### src/hw/arf_pkg.sv
package arf_pkg;

	// general-purpose register indices (operand encoding order)
	localparam logic [2:0] ARF_GPR_ACCUMULATOR       = 3'h0;
	localparam logic [2:0] ARF_GPR_LOOP_COUNTER      = 3'h1;
	localparam logic [2:0] ARF_GPR_IO_POINTER        = 3'h2;
	localparam logic [2:0] ARF_GPR_DATA_BASE_POINTER = 3'h3;
	localparam logic [2:0] ARF_GPR_STACK_POINTER     = 3'h4;
	localparam logic [2:0] ARF_GPR_FRAME_POINTER     = 3'h5;
	localparam logic [2:0] ARF_GPR_SOURCE_INDEX      = 3'h6;
	localparam logic [2:0] ARF_GPR_TARGET_INDEX      = 3'h7;
	localparam int         ARF_GPR_COUNT             = 8;
	// highest index that has byte views
	localparam logic [2:0] ARF_BYTE_VIEW_MAX         = 3'h3;

	// segment register indices
	localparam logic [2:0] ARF_SEG_EXTRA       = 3'h0;
	localparam logic [2:0] ARF_SEG_CODE        = 3'h1;
	localparam logic [2:0] ARF_SEG_STACK       = 3'h2;
	localparam logic [2:0] ARF_SEG_DATA        = 3'h3;
	localparam logic [2:0] ARF_SEG_THIRD_DATA  = 3'h4;
	localparam logic [2:0] ARF_SEG_FOURTH_DATA = 3'h5;
	localparam int         ARF_SEG_COUNT       = 6;

	// reset values and offset limits
	localparam logic [31:0] ARF_GPR_RESET  = 32'h0000_0000;
	localparam logic [15:0] ARF_SEG_RESET  = 16'h0000;
	localparam logic [31:0] ARF_IP_RESET   = 32'h0000_0000;
	localparam logic [31:0] ARF_MAX_OFF32  = 32'hFFFF_FFFF;
	localparam logic [31:0] ARF_MAX_OFF16  = 32'h0000_FFFF;

	typedef enum logic [0:0] {
		ARF_MODE_REAL = 1'b0,
		ARF_MODE_PROT = 1'b1
	} arf_mode_t;

	typedef enum logic [2:0] {
		ARF_VIEW_32   = 3'b000,
		ARF_VIEW_16   = 3'b001,
		ARF_VIEW_8LO  = 3'b010,
		ARF_VIEW_8HI  = 3'b011,
		ARF_VIEW_SEG  = 3'b100
	} arf_view_t;

	typedef struct packed {
		arf_view_t  view;
		logic [2:0] idx;
	} arf_opsel_t;

	typedef struct packed {
		logic        valid;
		logic        base_en;
		logic [2:0]  base;
		logic        index_en;
		logic [2:0]  index;
		logic [1:0]  scale;
		logic [31:0] disp;
		logic        seg_ovr_en;
		logic [2:0]  seg_ovr;
	} arf_ea_req_t;

	typedef struct packed {
		logic [15:0] sel;
		logic [31:0] off;
	} arf_far_ptr_t;

endpackage

### src/hw/arf_regfile.sv
// Notes on behaviour
// (RULE1) 32-bit size allows full 32-bit offsets
// (RULE2) 16-bit size limits offsets to 16 bits
// (RULE3) far pointer: selector plus sized offset
// (RULE4) prefixes override sizes for one instruction
// (RULE5) protected mode: code descriptor sets defaults
// (RULE6) real mode: defaults are 16-bit
// (RULE7) real-mode 32-bit addresses still capped 16-bit; only o_ea_fault enforces it, stack and string offsets stay 32-bit
// (RULE8) eight 32-bit general-purpose registers
// (RULE9) low 16-bit alias of each register
// (RULE10) byte views for first four registers only
// (RULE11) six 16-bit segment selector registers
// (RULE12) software loads selectors before segment access
// (RULE13) fetch uses code selector and instruction pointer
// (RULE14) code selector loads only by control transfer
// (RULE15) stack operations go through stack selector
// (RULE16) four independent data segment selectors
// (RULE17) string ops use counter, source, target implicitly
// (RULE18) default segments follow the pointer register
// (RULE19) alias writes keep the other bits
// (RULE20) reset starts in real mode
module arf_regfile (
	// clock and reset
	input  wire logic                  i_core_clk,
	input  wire logic                  i_rst_n,
	// mode control
	input  wire logic                  i_mode_wr,
	input  wire arf_pkg::arf_mode_t    i_mode,
	input  wire logic                  i_cs_desc_32,
	// per-instruction size prefixes
	input  wire logic                  i_addr_ovr,
	input  wire logic                  i_opnd_ovr,
	// operand write port
	input  wire logic                  i_wr_en,
	input  wire arf_pkg::arf_opsel_t   i_wr_sel,
	input  wire logic [31:0]           i_wr_data,
	// control transfer
	input  wire logic                  i_xfer_en,
	input  wire logic [15:0]           i_xfer_sel,
	input  wire logic [31:0]           i_xfer_ip,
	// instruction pointer advance
	input  wire logic                  i_ip_adv,
	input  wire logic [3:0]            i_ip_step,
	// operand read ports
	input  wire arf_pkg::arf_opsel_t   i_rd_a_sel,
	input  wire arf_pkg::arf_opsel_t   i_rd_b_sel,
	// effective address request
	input  wire arf_pkg::arf_ea_req_t  i_ea_req,
	// read data
	output logic [31:0]                o_rd_a_data,
	output logic [31:0]                o_rd_b_data,
	// write status
	output logic                       o_wr_refused,
	// size state
	output arf_pkg::arf_mode_t         o_mode,
	output logic                       o_addr32,
	output logic                       o_opnd32,
	// address results
	output logic                       o_ea_valid,
	output logic                       o_ea_fault,
	output arf_pkg::arf_far_ptr_t      o_ea_ptr,
	output arf_pkg::arf_far_ptr_t      o_fetch_ptr,
	output arf_pkg::arf_far_ptr_t      o_stack_ptr,
	output arf_pkg::arf_far_ptr_t      o_str_src_ptr,
	output arf_pkg::arf_far_ptr_t      o_str_dst_ptr,
	output logic [31:0]                o_str_count
);

	logic                rst_sync1_q;
	logic                rst_sync2_q;
	logic                rst_n;
	arf_pkg::arf_mode_t  mode_q;
	logic [31:0]         gpr_q [arf_pkg::ARF_GPR_COUNT];
	logic [15:0]         seg_q [arf_pkg::ARF_SEG_COUNT];
	logic [31:0]         ip_q;
	logic                def32_c;
	logic                addr32_c;
	logic                opnd32_c;
	logic                gpr_wr_ok_c;
	logic                seg_wr_ok_c;
	logic [31:0]         ea_raw_c;
	logic [2:0]          ea_seg_c;
	logic [31:0]         ip_next_c;

	// offset limited to the active address size
	function automatic logic [31:0] size_mask(input logic [31:0] v, input logic a32);
		size_mask = a32 ? (v & arf_pkg::ARF_MAX_OFF32) : (v & arf_pkg::ARF_MAX_OFF16); // RULE1 RULE2
	endfunction

	// merge a write through a view into the full register
	function automatic logic [31:0] view_merge(input logic [31:0] old,
			input arf_pkg::arf_view_t view, input logic [31:0] data);
		view_merge = old;
		unique case (view)
			arf_pkg::ARF_VIEW_32:  view_merge = data;
			arf_pkg::ARF_VIEW_16:  view_merge[15:0] = data[15:0]; // RULE9 RULE19
			arf_pkg::ARF_VIEW_8LO: view_merge[7:0] = data[7:0]; // RULE10 RULE19
			arf_pkg::ARF_VIEW_8HI: view_merge[15:8] = data[7:0]; // RULE10 RULE19
			default:               view_merge = old;
		endcase
	endfunction

	// extract a view, zero-extended
	function automatic logic [31:0] view_read(input logic [31:0] r, input logic [15:0] s,
			input arf_pkg::arf_opsel_t sel);
		view_read = 32'h0000_0000;
		unique case (sel.view)
			arf_pkg::ARF_VIEW_32:  view_read = r;
			arf_pkg::ARF_VIEW_16:  view_read = {16'h0000, r[15:0]}; // RULE9
			arf_pkg::ARF_VIEW_8LO: view_read = (sel.idx <= arf_pkg::ARF_BYTE_VIEW_MAX) ?
				{24'h00_0000, r[7:0]} : 32'h0000_0000; // RULE10
			arf_pkg::ARF_VIEW_8HI: view_read = (sel.idx <= arf_pkg::ARF_BYTE_VIEW_MAX) ?
				{24'h00_0000, r[15:8]} : 32'h0000_0000; // RULE10
			arf_pkg::ARF_VIEW_SEG: view_read = (sel.idx < 3'h6) ? {16'h0000, s} : 32'h0000_0000;
			default:               view_read = 32'h0000_0000;
		endcase
	endfunction

	// segment read with out-of-range index guarded
	function automatic logic [2:0] seg_idx(input logic [2:0] idx);
		seg_idx = (idx < 3'h6) ? idx : arf_pkg::ARF_SEG_DATA;
	endfunction

	// reset release through two flip-flops
	always_ff @(posedge i_core_clk or negedge i_rst_n) begin
		if (!i_rst_n) begin
			rst_sync1_q <= 1'b0;
			rst_sync2_q <= 1'b0;
		end else begin
			rst_sync1_q <= 1'b1;
			rst_sync2_q <= rst_sync1_q;
		end
	end
	assign rst_n = rst_sync2_q;

	// operating mode
	always_ff @(posedge i_core_clk or negedge rst_n) begin
		if (!rst_n) begin
			mode_q <= arf_pkg::ARF_MODE_REAL; // RULE20
		end else if (i_mode_wr) begin
			mode_q <= i_mode;
		end
	end

	// default and effective sizes
	always_comb begin
		def32_c  = (mode_q == arf_pkg::ARF_MODE_PROT) ? i_cs_desc_32 : 1'b0; // RULE5 RULE6
		addr32_c = def32_c ^ i_addr_ovr; // RULE4
		opnd32_c = def32_c ^ i_opnd_ovr; // RULE4
	end

	// write legality
	always_comb begin
		gpr_wr_ok_c = 1'b0;
		seg_wr_ok_c = 1'b0;
		unique case (i_wr_sel.view)
			arf_pkg::ARF_VIEW_32,
			arf_pkg::ARF_VIEW_16:  gpr_wr_ok_c = 1'b1;
			arf_pkg::ARF_VIEW_8LO,
			arf_pkg::ARF_VIEW_8HI: gpr_wr_ok_c = (i_wr_sel.idx <= arf_pkg::ARF_BYTE_VIEW_MAX); // RULE10
			arf_pkg::ARF_VIEW_SEG: seg_wr_ok_c = (i_wr_sel.idx < 3'h6) &&
				(i_wr_sel.idx != arf_pkg::ARF_SEG_CODE); // RULE14
			default:               gpr_wr_ok_c = 1'b0;
		endcase
	end

	// general-purpose registers
	always_ff @(posedge i_core_clk or negedge rst_n) begin
		if (!rst_n) begin
			for (int i = 0; i < arf_pkg::ARF_GPR_COUNT; i++) begin
				gpr_q[i] <= arf_pkg::ARF_GPR_RESET;
			end
		end else if (i_wr_en && gpr_wr_ok_c) begin
			gpr_q[i_wr_sel.idx] <= view_merge(gpr_q[i_wr_sel.idx], i_wr_sel.view, i_wr_data); // RULE8
		end
	end

	// segment selectors
	always_ff @(posedge i_core_clk or negedge rst_n) begin
		if (!rst_n) begin
			for (int i = 0; i < arf_pkg::ARF_SEG_COUNT; i++) begin
				seg_q[i] <= arf_pkg::ARF_SEG_RESET;
			end
		end else begin
			if (i_wr_en && seg_wr_ok_c) begin
				seg_q[i_wr_sel.idx] <= i_wr_data[15:0]; // RULE11 RULE15 RULE16
			end
			if (i_xfer_en) begin
				seg_q[arf_pkg::ARF_SEG_CODE] <= i_xfer_sel; // RULE14
			end
		end
	end

	// instruction pointer
	always_comb begin
		ip_next_c = size_mask(ip_q + {28'h000_0000, i_ip_step}, def32_c);
	end

	always_ff @(posedge i_core_clk or negedge rst_n) begin
		if (!rst_n) begin
			ip_q <= arf_pkg::ARF_IP_RESET;
		end else if (i_xfer_en) begin
			ip_q <= i_xfer_ip; // RULE14
		end else if (i_ip_adv) begin
			ip_q <= ip_next_c; // RULE13
		end
	end

	// write refusal flag
	always_ff @(posedge i_core_clk or negedge rst_n) begin
		if (!rst_n) begin
			o_wr_refused <= 1'b0;
		end else begin
			o_wr_refused <= i_wr_en && !gpr_wr_ok_c && !seg_wr_ok_c; // RULE14
		end
	end

	// operand reads
	always_ff @(posedge i_core_clk or negedge rst_n) begin
		if (!rst_n) begin
			o_rd_a_data <= 32'h0000_0000;
			o_rd_b_data <= 32'h0000_0000;
		end else begin
			o_rd_a_data <= view_read(gpr_q[i_rd_a_sel.idx], seg_q[seg_idx(i_rd_a_sel.idx)],
				i_rd_a_sel);
			o_rd_b_data <= view_read(gpr_q[i_rd_b_sel.idx], seg_q[seg_idx(i_rd_b_sel.idx)],
				i_rd_b_sel);
		end
	end

	// size state outputs
	always_ff @(posedge i_core_clk or negedge rst_n) begin
		if (!rst_n) begin
			o_mode   <= arf_pkg::ARF_MODE_REAL; // RULE20
			o_addr32 <= 1'b0;
			o_opnd32 <= 1'b0;
		end else begin
			o_mode   <= mode_q;
			o_addr32 <= addr32_c; // RULE4
			o_opnd32 <= opnd32_c; // RULE4
		end
	end

	// effective address and its segment
	always_comb begin
		ea_raw_c = i_ea_req.disp;
		if (i_ea_req.base_en) begin
			ea_raw_c = ea_raw_c + gpr_q[i_ea_req.base];
		end
		if (i_ea_req.index_en) begin
			ea_raw_c = ea_raw_c + (gpr_q[i_ea_req.index] << i_ea_req.scale);
		end
		if (i_ea_req.seg_ovr_en) begin
			ea_seg_c = seg_idx(i_ea_req.seg_ovr); // RULE12 RULE16
		end else if (i_ea_req.base_en &&
				(i_ea_req.base == arf_pkg::ARF_GPR_STACK_POINTER ||
				i_ea_req.base == arf_pkg::ARF_GPR_FRAME_POINTER)) begin
			ea_seg_c = arf_pkg::ARF_SEG_STACK; // RULE18
		end else begin
			ea_seg_c = arf_pkg::ARF_SEG_DATA; // RULE18
		end
	end

	always_ff @(posedge i_core_clk or negedge rst_n) begin
		if (!rst_n) begin
			o_ea_valid <= 1'b0;
			o_ea_fault <= 1'b0;
			o_ea_ptr   <= '0;
		end else begin
			o_ea_valid   <= i_ea_req.valid;
			o_ea_fault   <= i_ea_req.valid && addr32_c && (mode_q == arf_pkg::ARF_MODE_REAL) &&
				(ea_raw_c > arf_pkg::ARF_MAX_OFF16); // RULE7
			o_ea_ptr.sel <= seg_q[ea_seg_c]; // RULE3
			o_ea_ptr.off <= size_mask(ea_raw_c, addr32_c); // RULE3
		end
	end

	// implicit pointers: fetch, stack, string
	always_ff @(posedge i_core_clk or negedge rst_n) begin
		if (!rst_n) begin
			o_fetch_ptr   <= '0;
			o_stack_ptr   <= '0;
			o_str_src_ptr <= '0;
			o_str_dst_ptr <= '0;
			o_str_count   <= 32'h0000_0000;
		end else begin
			o_fetch_ptr.sel   <= seg_q[arf_pkg::ARF_SEG_CODE]; // RULE13
			o_fetch_ptr.off   <= ip_q; // RULE13
			o_stack_ptr.sel   <= seg_q[arf_pkg::ARF_SEG_STACK]; // RULE15
			o_stack_ptr.off   <= size_mask(gpr_q[arf_pkg::ARF_GPR_STACK_POINTER], addr32_c);
			o_str_src_ptr.sel <= seg_q[arf_pkg::ARF_SEG_DATA]; // RULE18
			o_str_src_ptr.off <= size_mask(gpr_q[arf_pkg::ARF_GPR_SOURCE_INDEX], addr32_c); // RULE17
			o_str_dst_ptr.sel <= seg_q[arf_pkg::ARF_SEG_EXTRA]; // RULE18
			o_str_dst_ptr.off <= size_mask(gpr_q[arf_pkg::ARF_GPR_TARGET_INDEX], addr32_c); // RULE17
			o_str_count       <= size_mask(gpr_q[arf_pkg::ARF_GPR_LOOP_COUNTER], addr32_c); // RULE17
		end
	end

endmodule

### config.mk
export PLATFORM = sky130hd
export DESIGN_NAME = arf_regfile
export DESIGN_NICKNAME = d
export VERILOG_FILES = /design/src/hw/arf_pkg.sv /design/src/hw/arf_regfile.sv
export SDC_FILE = /design/constraint.sdc
export NUM_CORES = 2
export LEC_CHECK = 0
export BUFFER_PORTS_ARGS = -buffer_cell sky130_fd_sc_hd__buf_4
export CAP_MARGIN = 40
export CORE_ASPECT_RATIO = 0.5
export CORE_MARGIN = 8
export CORE_UTILIZATION = 25
export CTS_CLUSTER_DIAMETER = 30
export CTS_CLUSTER_SIZE = 16
export DETAILED_ROUTE_END_ITERATION = 16
export PLACE_DENSITY = 0.46
export SYNTH_ARGS = -nofsm -noshare
export SYNTH_HDL_FRONTEND = slang
export SYNTH_SLANG_ARGS = --single-unit
### constraint.sdc
create_clock -name i_core_clk -period 23.1 [get_ports i_core_clk]
set_input_delay 4.62 -clock i_core_clk [delete_from_list [all_inputs] [get_ports i_core_clk]]
set_output_delay 4.62 -clock i_core_clk [all_outputs]
set_load 0.01 [all_outputs]
==> qor.yml <==
outcome: "finished, final reports clean"
avgSynthCellArea_um2: 12.72
peakVddDrop_mv: 0.06067
drt_iter0_drc: 2453
coreArea_mm2: 0.1663
place_congestion: 0.8762
finalSetupViolCount: 0
syn_to_final_growth_pct: 28.41
final_common_cell: "dfrtp_1"
rsz0062_at_grt: "no"
crit_top_cell: "mux2_2"
synth_flop_cell: "dfrtp_1"
io_pins: 501
pwr-share-comb_pct: 30.0
num-nets-final: 3986
synth_area_mm2: 0.04164
ys_ff_latch: 729
relSlewSlack_pct: 34.22
hold_ws_ns: 0.2925
synth_edf_count: 0
final_util_pct: 32.15
synthesis.instances: 3273
end_kind: "flop"
p_clk_share_pct: 38.5
drt-wirelength-per-cell_um: 27.79
drive_gt1_share_pct: 42.70
worstSetupStartpointType: "input pin"
finalHoldViolations: 0
ys_async_sr_fraction_pct: 100.0
routed_via_density: 5.177
cp.required_ns: 23.73
slowest_stage: "buf_4"
post-route-drc-count: 0
grt_max_degree: 69
synth_fp_nets: 3499
cpPeakStageDelay_ns: 0.68
placed_area_mm2: 0.04806
crit_type: "input pin to flop"
cellPowerDensity_mw_per_mm2: 110.5
cts.sinks: 729
crit_fanout: 45
ctsRootBufferMaster: "clkbuf_16"
share_seq_of_total_power_pct: 31.5
grt_overflow: 0
synth_area_leaders: "dfrtp_1 44%, mux4_2 18%, mux2_2 12%"
dp_hpwl_um: 121400
yosys.cell_types.count: 74
p_switching_mw: 2.008
fin_tns_setup_ns: 0
antenna_found_initial: 9
ys_warn_count: 0
synth_top_area_cell: "dfrtp_1"
cap_violations: 0
clockBufferDepth: 3
leakagePower_nw: 23.71
post_cts_buffers: 0
final_cell_count_no_fill: 6109
h-tree-depth: 4
die_h_um: 304.6
min_period_ns: 11.87
ctsHoldBuffers: 0
worst_slew_pin_slew_ns: 0.9846
fmax_mhz: 84.28
switching_share_pct: 33.98
via_count: 31630
initial_core_util_pct: 25.04
cts_buffers: 152
stdcell_area_mm2: 0.05347
fp.dieW_um: 593.2
portBuffers: 500
dp_cells: 5820
grtUsageTotal_pct: 18.31
drv_slew: 0
clkTransAtPathRegs_ns: 0.05
num_rows: 106
fin_crit_sh_pct: 51.37
crit_arrival_ns: 12.50
final_antenna_net_count: 0
synth_top_area_share_pct: 43.81
grt_pass1_wl_um: 244300
routed_wirelength_um: 169800
drt_pass1_iterations: 5
cts_tree: "built"
p_int_mw: 3.901
insertion_delay_ns: 0.78
final_cell_mix: "728 x dfrtp_1, 557 x buf_4, 458 x mux2_2"
yosysSeqAreaShare_pct: 43.81
die-area_mm2: 0.1807
clock_skew_ns: 0.03512
hp-class: "flop to async pin"
cts_resized: 0
first_global_vias: 33330
final cells by class:
cell class | instances | area [µm²]
antenna | 5 | 12.51
clock buffer | 177 | 4059
clock inverter | 107 | 1340
fill | 16720 | 112800
inverter | 62 | 232.7
multi-input combinational | 2239 | 22280
sequential | 729 | 18250
tap | 2214 | 2770
timing repair buffer | 576 | 4527
synth_stat cells, types with 64 or more instances:
library cell / instances
nor2b_1: 79
ha_1: 64
nor2_1: 197
mux2_2: 458
mux2i_1: 211
buf_1: 80
a21oi_1: 139
dfrtp_1: 729
clkbuf_1: 156
o21ai_0: 100
nand2_1: 166
mux4_2: 328
critical path: cells and delay by family:
kind / cells / cell delay (ns)
fa+ha+maj: 3 / 1.02
simple gates: 6 / 1.24
mux: 4 / 1.27
compound gates: 10 / 2.94
buf+inv: 2 / 0.99
xor+xnor: 2 / 0.31
power by group through the flow:
stage	logic [mW]	registers [mW]	clock network [mW]
3_5_place_dp	1.77	1.88	0
4_1_cts	1.78	1.86	2.32
3_3_place_gp	1.75	1.87	0
2_1_floorplan	1.11	1.81	0
5_1_grt	1.90	1.90	2.38
6_report	1.77	1.86	2.27
worst paths after layout:
kind | end | slack, ns | startpoint | depth (start not counted)
max | o_ea_fault$_DFF_PN0_ | 11.23 | i_ea_req[43] | 27
min | o_str_dst_ptr[21]$_DFF_PN0_ | 0.29 | rst_n$_DFF_PN0_ | 0
max reg2reg | o_ea_fault$_DFF_PN0_ | 15.54 | gpr_q[0]$_DFFE_PN0P_ | 25
min reg2reg | o_str_dst_ptr[21]$_DFF_PN0_ | 0.29 | rst_n$_DFF_PN0_ | 0
max in group asynchronous | ip_q[16]$_DFFE_PN0P_ | 18.91 | rst_n$_DFF_PN0_ | 6
min in group i_core_clk | rst_n$_DFF_PN0_ | 0.35 | rst_sync1_q$_DFF_PN0_ | 0
layer usage:
layer	global-route usage [%]	part of all wire, %
met5	0	0.0077
met4	7.468	4.1
met3	3.863	6.1
met2	31.99	51
met1	21.90	39
sequential cells by signal, indices dropped and copies added, names as in the netlist:
name           cells
o_rd_b_data       32
o_stack_ptr       48
o_ea_fault         1
o_str_src_ptr     48
o_ea_ptr          48
mode_q             1
o_opnd32           1
rst_n              1
o_str_count       32
o_rd_a_data       32
seg_q             96
o_str_dst_ptr     48
ip_q              32
o_fetch_ptr       48
o_ea_valid         1
o_mode             1
o_addr32           1
rst_sync1_q        1
gpr_q            256
o_wr_refused       1
through the flow:
step                total power [mW]  setup slack (ns)
finish                         5.910             11.23
global route                   6.187             10.90
CTS                            5.958             11.47
detailed placement             3.651             10.66
global placement               3.621             10.73
floorplan                      2.913             1.276
cells by family (layout without fill, tap and decap cells):
kind of cell    count (synthesis)  after routing  share of synthesized area (%)
simple gates                  590            590                          6.650
flops                         729            729                          43.81
compound gates                515            515                          7.990
xor+xnor                       68             68                          1.430
buf+inv                       305            922                          2.812
mux                           998            998                          35.23
fa+ha+maj                      67             67                          2.067
other cells                     1              6                       0.009006
Note: power is estimated with default switching activity, not from simulation.
